`config.mk`:
```
export PLATFORM = sky130hd
export DESIGN_NAME = cisb_switch_bank
export DESIGN_NICKNAME = d
export VERILOG_FILES = /design/src/cisb_switch_bank.v
export VERILOG_INCLUDE_DIRS = /design/src /design/src/pkg
export SDC_FILE = /design/constraint.sdc
export NUM_CORES = 2
export LEC_CHECK = 0
export BUFFER_PORTS_ARGS = -buffer_cell sky130_fd_sc_hd__buf_4
export CAP_MARGIN = 10
export CORE_MARGIN = 4
export CORE_UTILIZATION = 50
export DETAILED_ROUTE_END_ITERATION = 8
export GPL_TIMING_DRIVEN = 0
export PLACE_DENSITY = 0.68
export SYNTH_ARGS = -nofsm -noshare
export SYNTH_HDL_FRONTEND = slang
export SYNTH_SLANG_ARGS = --single-unit
export TNS_END_PERCENT = 30
```
`constraint.sdc`:
```
create_clock -name clk -period 3.86 [get_ports clk]
set_input_delay 0.386 -clock clk [delete_from_list [all_inputs] [get_ports clk]]
set_output_delay 0.386 -clock clk [all_outputs]
set_load 0.005 [all_outputs]
```
`src/pkg/cisb_defines.vh`:
```
// constants for the control input switch bank
`ifndef CISB_DEFINES_VH
`define CISB_DEFINES_VH
// number of switches
`define CISB_NUM_SW 32
// per-switch command codes (2 bits)
`define CISB_CMD_NOP 2'h0
`define CISB_CMD_SET 2'h1
`define CISB_CMD_RESET 2'h2
`define CISB_CMD_PULSE 2'h3
// label selector codes (2 bits)
`define CISB_LBL_SET_RESET 2'h0
`define CISB_LBL_IN_OUT 2'h1
`define CISB_LBL_EN_DIS 2'h2
`define CISB_LBL_ON_OFF 2'h3
// reset values
`define CISB_STATE_RST 32'h00000000
`define CISB_HOTKEY_RST 32'hFFFFFFFF
`define CISB_MODE_RST 32'h00000000
// pulse timing
`define CISB_PULSE_MS 10
`define CISB_CLK_HZ 20000000
`define CISB_PULSE_CYC ((`CISB_CLK_HZ / 1000) * `CISB_PULSE_MS)
`endif

```
`src/cisb_switch_bank.v`:
```
// control input switch bank: 32 software switches with retention
`timescale 1ns/100ps
`include "cisb_defines.vh"
//
// Function
// - a 32-bit status word returns the present state of every switch.
// - writing the status word sets switches with a one, resets with zero.
// - each switch has a command cell with no operation, set or reset.
// - local and remote paths set and reset switches with equal effect.
// - each switch has a latched/pulsed bit, latched after reset.
// - a latched switch stays set until a reset command from any path or a status word write with zero.
// - a pulsed switch asserts on set, holds 10 ms, then clears itself.
// - a hotkey enable word assigns each switch to the hotkey path.
// - assigned switches take set, reset or pulse through the hotkey path.
// - a four-way label selector per switch changes wording only.
// - switch states drive the scheme logic as 32 separate signals.
// - latched states are kept in battery storage, pulsed ones are not.
// - on supply return every retained switch regains its last state.
// - with battery absent or flat, every switch clears to zero on return.
//
// timing notes for users of this block:
// - commands and word writes are ignored for three cycles after reset,
//   while the battery syncs settle and the restore value loads
// - every readback port lags the internal state by one cycle
// - set beats reset when both reach one switch in one cycle
// - a local word write beats a remote one in the same cycle
// - pulse code on the hotkey path acts as set; on a latched switch it
//   simply latches
// - PULSE_CYC must fit the pulse counter width below
// - label selectors are readback only and never touch switch state
//
module cisb_switch_bank #(
   parameter NUM_SW = `CISB_NUM_SW,
   parameter PULSE_CYC = `CISB_PULSE_CYC
) (
   input wire clk, // 20 MHz system clock
   input wire rst_n, // sync reset, supply restoration
   input wire loc_word_we, // local menu status word write
   input wire [NUM_SW-1:0] loc_word_wdata, // local status word data
   input wire rem_word_we, // remote serial status word write
   input wire [NUM_SW-1:0] rem_word_wdata, // remote status word data
   input wire loc_cmd_valid, // local command cell strobe
   input wire [4:0] loc_cmd_idx, // local command switch index
   input wire [1:0] loc_cmd_code, // local command code
   input wire rem_cmd_valid, // remote command cell strobe
   input wire [4:0] rem_cmd_idx, // remote command switch index
   input wire [1:0] rem_cmd_code, // remote command code
   input wire hk_cmd_valid, // hotkey command strobe
   input wire [4:0] hk_cmd_idx, // hotkey switch index
   input wire [1:0] hk_cmd_code, // hotkey command code
   input wire mode_we, // latched/pulsed word write
   input wire [NUM_SW-1:0] mode_wdata, // one = pulsed
   input wire hotkey_we, // hotkey assign word write
   input wire [NUM_SW-1:0] hotkey_wdata, // hotkey assign data
   input wire label_we, // label selector write
   input wire [4:0] label_idx, // label selector switch index
   input wire [1:0] label_wdata, // label selector code
   input wire [4:0] label_rd_idx, // label readback index
   input wire batt_ok_pin, // battery present and charged
   input wire [NUM_SW-1:0] retain_word, // battery-backed stored states
   output reg [NUM_SW-1:0] switch_state_word, // status word readback
   output reg [NUM_SW-1:0] switch_logic_signals, // to scheme logic
   output reg [NUM_SW-1:0] hotkey_assign_word, // hotkey assign readback
   output reg [NUM_SW-1:0] mode_word, // latched/pulsed readback
   output reg [1:0] label_rd_data, // label selector readback
   output reg retain_we, // write strobe to battery storage
   output reg [NUM_SW-1:0] retain_wdata // latched states to store
);

   // pulse counter width; holds about one million cycles, so a longer
   // pulse or a faster clock needs a wider counter
   localparam CW = 20;

   // one bit per switch decoded from an index
   function [NUM_SW-1:0] onehot;
      input [4:0] idx;
      begin
         onehot = {{(NUM_SW-1){1'b0}}, 1'b1} << idx;
      end
   endfunction

   reg [NUM_SW-1:0] sw_q;
   reg [NUM_SW-1:0] sw_d;
   reg [NUM_SW-1:0] mode_q;
   reg [NUM_SW-1:0] hk_q;
   reg [1:0] label_q [0:NUM_SW-1];
   reg [CW-1:0] cnt_q [0:NUM_SW-1];
   reg [NUM_SW-1:0] restart_d;
   reg batt_s1_q;
   reg batt_s2_q;
   reg [NUM_SW-1:0] ret_s1_q;
   reg [NUM_SW-1:0] ret_s2_q;
   reg [1:0] init_q;
   reg [NUM_SW-1:0] set_v;
   reg [NUM_SW-1:0] clr_v;
   reg [NUM_SW-1:0] expire_v;
   reg [NUM_SW-1:0] word_d;
   // decoded command masks per path
   wire [NUM_SW-1:0] loc_set_w;
   wire [NUM_SW-1:0] loc_clr_w;
   wire [NUM_SW-1:0] rem_set_w;
   wire [NUM_SW-1:0] rem_clr_w;
   wire hk_ok_w;
   wire [NUM_SW-1:0] hk_set_w;
   wire [NUM_SW-1:0] hk_clr_w;
   wire init_done_w;
   integer i;
   integer j;
   integer k;

   // one-hot mask when a strobe carries the wanted code
   function [NUM_SW-1:0] cmd_mask;
      input valid;
      input [1:0] code;
      input [1:0] want;
      input [4:0] idx;
      begin
         if (valid && code == want)
            cmd_mask = onehot(idx);
         else
            cmd_mask = {NUM_SW{1'b0}};
      end
   endfunction

   // two-flop sync of battery status and stored word
   always @(posedge clk) begin
      batt_s1_q <= batt_ok_pin;
      batt_s2_q <= batt_s1_q;
      ret_s1_q <= retain_word;
      ret_s2_q <= ret_s1_q;
   end

   // init done once the restore cycle has passed
   assign init_done_w = (init_q == 2'h3);

   assign loc_set_w = cmd_mask(loc_cmd_valid, loc_cmd_code,
      `CISB_CMD_SET, loc_cmd_idx);
   assign loc_clr_w = cmd_mask(loc_cmd_valid, loc_cmd_code,
      `CISB_CMD_RESET, loc_cmd_idx);
   assign rem_set_w = cmd_mask(rem_cmd_valid, rem_cmd_code,
      `CISB_CMD_SET, rem_cmd_idx);
   assign rem_clr_w = cmd_mask(rem_cmd_valid, rem_cmd_code,
      `CISB_CMD_RESET, rem_cmd_idx);

   assign hk_ok_w = hk_cmd_valid && hk_q[hk_cmd_idx];
   assign hk_set_w = cmd_mask(hk_ok_w, hk_cmd_code, `CISB_CMD_SET,
      hk_cmd_idx) |
      cmd_mask(hk_ok_w, hk_cmd_code, `CISB_CMD_PULSE, hk_cmd_idx);
   assign hk_clr_w = cmd_mask(hk_ok_w, hk_cmd_code, `CISB_CMD_RESET,
      hk_cmd_idx);

   always @* begin
      expire_v = {NUM_SW{1'b0}};
      for (i = 0; i < NUM_SW; i = i + 1) begin
         if (mode_q[i] && sw_q[i] && cnt_q[i] == {{(CW-1){1'b0}}, 1'b1})
            expire_v[i] = 1'b1;
      end
   end

   always @* begin
      word_d = sw_q & ~expire_v;
      if (rem_word_we)
         word_d = rem_word_wdata;
      if (loc_word_we)
         word_d = loc_word_wdata;
   end

   always @* begin
      set_v = loc_set_w | rem_set_w | hk_set_w;
      clr_v = loc_clr_w | rem_clr_w | hk_clr_w;
      sw_d = (word_d & ~clr_v) | set_v;
      restart_d = (sw_d & ~sw_q) | set_v;
   end

   // switch state, restore on supply return
   always @(posedge clk) begin
      if (!rst_n) begin
         sw_q <= `CISB_STATE_RST;
         init_q <= 2'h0;
      end else if (init_q != 2'h3) begin
         init_q <= init_q + 2'h1;
         if (init_q == 2'h2 && batt_s2_q)
            sw_q <= ret_s2_q & ~mode_q;
         else if (init_q == 2'h2)
            sw_q <= `CISB_STATE_RST;
      end else begin
         sw_q <= sw_d;
      end
   end

   // per-switch pulse timers
   always @(posedge clk) begin
      for (j = 0; j < NUM_SW; j = j + 1) begin
         if (!rst_n || !init_done_w)
            cnt_q[j] <= {CW{1'b0}};
         else if (restart_d[j] && mode_q[j])
            cnt_q[j] <= PULSE_CYC[CW-1:0];
         else if (cnt_q[j] != {CW{1'b0}})
            cnt_q[j] <= cnt_q[j] - {{(CW-1){1'b0}}, 1'b1};
      end
   end

   // latched/pulsed word
   always @(posedge clk) begin
      if (!rst_n)
         mode_q <= `CISB_MODE_RST;
      else if (mode_we)
         mode_q <= mode_wdata;
   end

   // hotkey assignment word, all assigned after reset
   always @(posedge clk) begin
      if (!rst_n)
         hk_q <= `CISB_HOTKEY_RST;
      else if (hotkey_we)
         hk_q <= hotkey_wdata;
   end

   // label selectors, display wording only
   always @(posedge clk) begin
      for (k = 0; k < NUM_SW; k = k + 1) begin
         if (!rst_n)
            label_q[k] <= `CISB_LBL_SET_RESET;
         else if (label_we && label_idx == k[4:0])
            label_q[k] <= label_wdata;
      end
   end

   always @(posedge clk) begin
      if (!rst_n)
         switch_state_word <= `CISB_STATE_RST;
      else
         switch_state_word <= sw_q;
   end

   always @(posedge clk) begin
      if (!rst_n)
         switch_logic_signals <= `CISB_STATE_RST;
      else
         switch_logic_signals <= sw_q;
   end

   // configuration readback
   always @(posedge clk) begin
      if (!rst_n) begin
         hotkey_assign_word <= `CISB_HOTKEY_RST;
         mode_word <= `CISB_MODE_RST;
      end else begin
         hotkey_assign_word <= hk_q;
         mode_word <= mode_q;
      end
   end

   // label readback, one cycle after the index
   always @(posedge clk) begin
      if (!rst_n)
         label_rd_data <= `CISB_LBL_SET_RESET;
      else
         label_rd_data <= label_q[label_rd_idx];
   end

   always @(posedge clk) begin
      if (!rst_n) begin
         retain_we <= 1'b0;
         retain_wdata <= `CISB_STATE_RST;
      end else begin
         retain_we <= init_done_w;
         retain_wdata <= sw_q & ~mode_q;
      end
   end

endmodule // cisb_switch_bank

```
======== Word-level counts from Yosys, hierarchy flattened ========
Memories as Yosys holds them, arrays and structs flattened. A register that Yosys moved wholly into a read port is not among the register bits.
Index checks and enable logic that the tools add are counted.
storage, ports and cells
  bits in writable memories ............... 704
  output and inout bits ................... 163
  memories kept ........................... 2
  register bits after elaboration ......... 293
operators by class
  $lt $le $gt $ge ......................... 1
  multiplexer cells ....................... 465
  shifts and indexed selects .............. 3
  bitwise gates (word level) .............. 112
  $add $sub $neg .......................... 33
  reductions and logical operators ........ 174
  equality and inequality tests ........... 74
memories
  memory   depth  bits a word  rd ports  clocked after memory_dff  write ports  RTL line               source
  cnt_q    32     20           32        0                         32           cisb_switch_bank.v:87  reg [CW-1:0] cnt_q [0:NUM_SW-1];
  label_q  32     2            1         1                         32           cisb_switch_bank.v:86  reg [1:0] label_q [0:NUM_SW-1];
operators by type and width
  kind                                                        count
  2-to-1 mux 20 bit                                           64
  equality test 20 x 1 -> 1 bit, second input constant        32
  nonzero test 20 bit                                         32
  subtractor 20 x 1 -> 20 bit, second input constant          32
  2-to-1 mux 32 bit                                           12
  2-to-1 mux 1 bit                                            356
  bitwise OR 32 bit                                           7
  AND 32 bit                                                  5
  logical AND 1 bit                                           137
  NOT 32 bit                                                  4
  bitwise OR 1 bit                                            96
  left shift 1 x 5 -> 32 bit, first input constant            3
  equality test 5 bit, second input constant                  16
  2-to-1 mux 2 bit                                            32
  equality test 5 x 4 -> 1 bit, second input constant         8
  equality test 5 x 3 -> 1 bit, second input constant         4
  equality test 2 bit, second input constant                  6
  equality test 5 x 2 -> 1 bit, second input constant         2
  equality test 2 x 1 -> 1 bit, second input constant         3
  less-than comparator 5 x 6 -> 1 bit, second input constant  1
  binary-select mux 1 bit (select 5 bit)                      1
  equality test 5 x 1 -> 1 bit, second input constant         1
  logical NOT 5 bit                                           1
  logical NOT 1 bit                                           3
  4 further kinds                                             4

======== Logic depth before layout (Yosys ltp) ========
An unclocked memory read counts as a cell.
  depth in word-level cells ............... 18
  gate-level depth with buffers ........... 12
  gate-level depth less buffers ........... 9

======== Worst setup path before layout ========
Ideal clock, no wire load.
  path kind ............................... in2reg
  start ................................... input port hk_cmd_idx[0]
  end ..................................... memory cnt_q[9][0] (netlist: cnt_q[0][180]) (enable)
  stages on the path ...................... 9
  path buffers ............................ 3
  data arrival time ....................... 3127 ps
  setup time .............................. 405 ps
  required time ........................... 3455 ps
  path slack .............................. 328 ps
  cell sequence ........................... buf_6 mux4_2 mux2_2 a32o_1 buf_6 buf_6 a311oi_2 a211oi_2 o2111ai_1
RTL lines
  item                RTL line               source
  start: declaration  cisb_switch_bank.v:49  input wire [4:0] hk_cmd_idx,
  end: declaration    cisb_switch_bank.v:87

==> results.ini <==
[global_routing]
grt_use_total_pct = 29.1
first_global_vias = 38200
grt_first_pass_wirelength_um = 236000
global_route.overflow_total = 0
number_of_antenna_violations_at_the_first_check_in_global_routing = 30
maximum_number_of_pins_on_one_net_before_global_route_repair = 21

[timing]
hold_viol = 0
fin_crit_ns = 3.85
slew_limit_headroom_pct = 7.16
setup_repair_after_global_routing_missed_its_margin = no
min_period_over_period_pct = 99.7
finalClockSkew_ns = 0.0210
drv_slew = 0
finalSetupTns_ns = 0
worst_setup_margin_ns = 0.0124
number_of_setup_violations_in_the_final_report = 0
fmaxAchievable_mhz = 260
worst_pin_slew_ns = 1.39

[synth]
post_synth_instance_area_sq_um = 50500
syn_area_per_cell_sq_um = 10.4
muxShareOfSynthArea_pct = 2.91
post_synth_main_area_contributors = edfxtp_1, dfxtp_1, xnor2_1
synth_common_cells = nor2_1, edfxtp_1, nand2_1
synth-async-reset-ratio_pct = 0
synth_compound_gate_area_share_pct = 8.33
yosys.cell_count.top_type = nor2_1
synthSimpleGateAreaFrac_pct = 21.0
synth_top_family_by_area = simple AND/OR/NAND/NOR gates
edff_count_synth = 704
synthesis.nets = 5167
netlist-cell-type-count = 85
synth_warnings = 0
xor_and_xnor_fraction_of_the_mapped_netlist_area_pct = 9.00
postSynth.topFlopCell = edfxtp_1
syn-instance-count = 4865
synth_sequential_area_ratio_pct = 53.5
post_synth_fa_ha_maj_area_fraction_pct = 2.43
postSynthRegisterBits = 999
synth_top_cell_by_area = edfxtp_1
post-synth-top-area-fraction_pct = 41.9

[drt]
via_count = 40500
drt.antenna.violating_nets = 0
wl_per_cell_um = 23.2
firstDrtPassIters = 9
wl_um = 159000
initialDrtViolationCount = 4663
drt_drc_violations_left = 0
detail_route.vias_per_cell = 5.89

[cells_and_area]
nFillCells = 8320
synthToLayoutAreaGrowth_pct = 18.8
num-nets-final = 5770
drive_above_1_share_pct = 14.0

[placed_design]
port_buffers = 357
dpl_worst_slack_ns = -2.66
dp_hpwl_um = 117000
gp_routability_congestion = 1.02

[floorplanning]
core_area_sq_um = 100000
floorplan.io_pins = 367
fp-row-count = 116
die_area_sq_um = 106000
initial_core_util_pct = 50.4
die_h_um = 326
die_w_um = 326

[setup_path]
crit-reg2reg-launch = init_q[0]
critical_path.startpoint = init_q[0]
cp.arrival_ns = 4.18
setup.worst_path.class = register to register
worst-r2r-setup-slack_ns = 0.01
worst_path_most_repeated_cell = clkbuf_1
crit_path_cell_trace = ha_1 -> nand2_1 -> clkbuf_2 -> clkbuf_1 -> buf_8 -> clkbuf_1 -> nor2_1 -> nand3_2
worst-r2r-cell-count = 8
worst_path_largest_cell_delay_ns = 0.69
endpoint = cnt_q[1][30]
worst_r2r_endpoint = cnt_q[1][30]
end_kind = register
cp-start-kind = register
required_ns = 4.20
critical_path.slowest_cell = clkbuf_1
cp_max_fo = 20

[job]
drv_cap = 0

[clock_network]
clockBufferDepth = 3
cts_made_buffers = 107
clkLatencyLatePin_ns = 0.70
cts-root-buf = clkbuf_16
clk_pin_slew_ns = 0.06
cts_tree = built
ctsHtreeMaxLevel = 3
cts_num_sinks = 999

[hold_path]
worstHoldPathType = primary input to register
timing.hold.worst_path_depth = 3

[power_and_ir_drop]
max_vdd_drop_uv = 424
power_leakage_nw = 25.6
total_power_mw = 44.6
power_density_nw_per_um2 = 744

[status]
status = completed

## per-layer routing
layer  GRT usage, %  routed length [um]  up-vias
li1               -                   -    18800
met1           40.5               66600    19600
met2           43.5               68800     1775
met3           7.97               17300      334
met4           10.9                6550       20
met5              0                 142        -
## cells by family (layout without fill, tap and decap cells)
| kind of cell | count (synthesis) | count (layout) |
|---|---|---|
| AO/OA/AOI/OAI | 647 | 647 |
| XOR/XNOR | 519 | 519 |
| other | 0 | 22 |
| AND/OR/NAND/NOR | 2173 | 2185 |
| buffers and inverters | 315 | 1001 |
| flip-flops | 999 | 999 |
| multiplexers | 114 | 114 |
| adder cells (fa/ha/maj) | 98 | 98 |
## metrics by stage
stage	instance area (sq um)	util, %	std cells	hold WS (ns)
after floorplan	50500	-	4865	0.310
after global placement	54800	54.7	6520	0.311
after detailed placement	55000	54.9	6531	0.312
after CTS	59900	59.8	6860	0.0373
after global routing	60000	59.9	6866	0.0827
final	60000	59.9	6883	0.0667
## worst min-delay path by stage
stage | slack, ns | startpoint | to
after floorplan | 0.31 | batt_s1_q | batt_s2_q
final | 0.07 | hotkey_we | hk_q[31]
after CTS | 0.04 | hotkey_we | hk_q[31]
after global placement | 0.31 | ret_s1_q[30] | ret_s2_q[30]
after detailed placement | 0.31 | ret_s1_q[17] | ret_s2_q[17]
after global routing | 0.08 | hotkey_we | hk_q[31]
## critical path: cells and delay by family (launching register included)
family | cells | cell delay [ns]
adder cells (fa/ha/maj) | 1 | 0.28
buffers and inverters | 4 | 2.10
AND/OR/NAND/NOR | 3 | 0.71
flip-flops | 1 | 0.34
## state kept, by name (all words and copies together), names as in the netlist
register,cells
label_rd_data,2
retain_wdata,32
init_q,2
mode_word,32
hotkey_assign_word,32
cnt_q,640
sw_q,32
batt_s1_q,1
ret_s2_q,32
switch_logic_signals,32
ret_s1_q,32
label_q,64
hk_q,32
retain_we,1
mode_q,32
batt_s2_q,1
## area by class of cell
cell class | count | area [sq um] | share of cell area, %
tap | 1298 | 1620 | 2.71
timing repair buffer | 484 | 3950 | 6.58
clock inverter | 45 | 380 | 0.634
antenna | 22 | 55.1 | 0.0918
multi-input combinational | 3563 | 22300 | 37.1
buffer | 195 | 987 | 1.65
clock buffer | 159 | 3260 | 5.43
inverter | 118 | 447 | 0.744
sequential | 999 | 27000 | 45.1
## power breakdown
part | switching [mW] | internal [mW]
registers | 1.24 | 13.1
logic | 11.2 | 8.53
clock network | 4.42 | 6.13
## what timing repair did
item,4_1_cts,5_1_grt
buffers inserted,16,2
pin swaps,13,3
cloned,12,0
setup endpoints to repair,725,156
endpoints found under the hold margin,99,0
hold buffers,98,0
gates resized for setup,28,9
## cells in the final DEF, fill, tap and decap left out, types with 52 or more instances in the layout
master,netlist,layout
nor2b_1,69,69
o21ai_0,153,153
xor2_1,186,186
nor2_1,730,729
nand2b_1,99,99
or4_1,57,57
buf_4,39,416
inv_1,117,116
a21oi_1,167,167
and2_1,99,99
nand2_1,427,423
xnor2_1,333,333
nand3_1,115,107
edfxtp_1,704,704
ha_1,98,98
nand4_1,41,53
dlygate4sd3_1,0,98
o22ai_1,52,52
nor4_1,119,118
clkbuf_16,0,117
dfxtp_1,295,295
or3_1,67,66
clkbuf_1,110,118
nor3_1,205,205
mux2i_1,86,86
No activity file was read; power rests on OpenSTA's default activity.
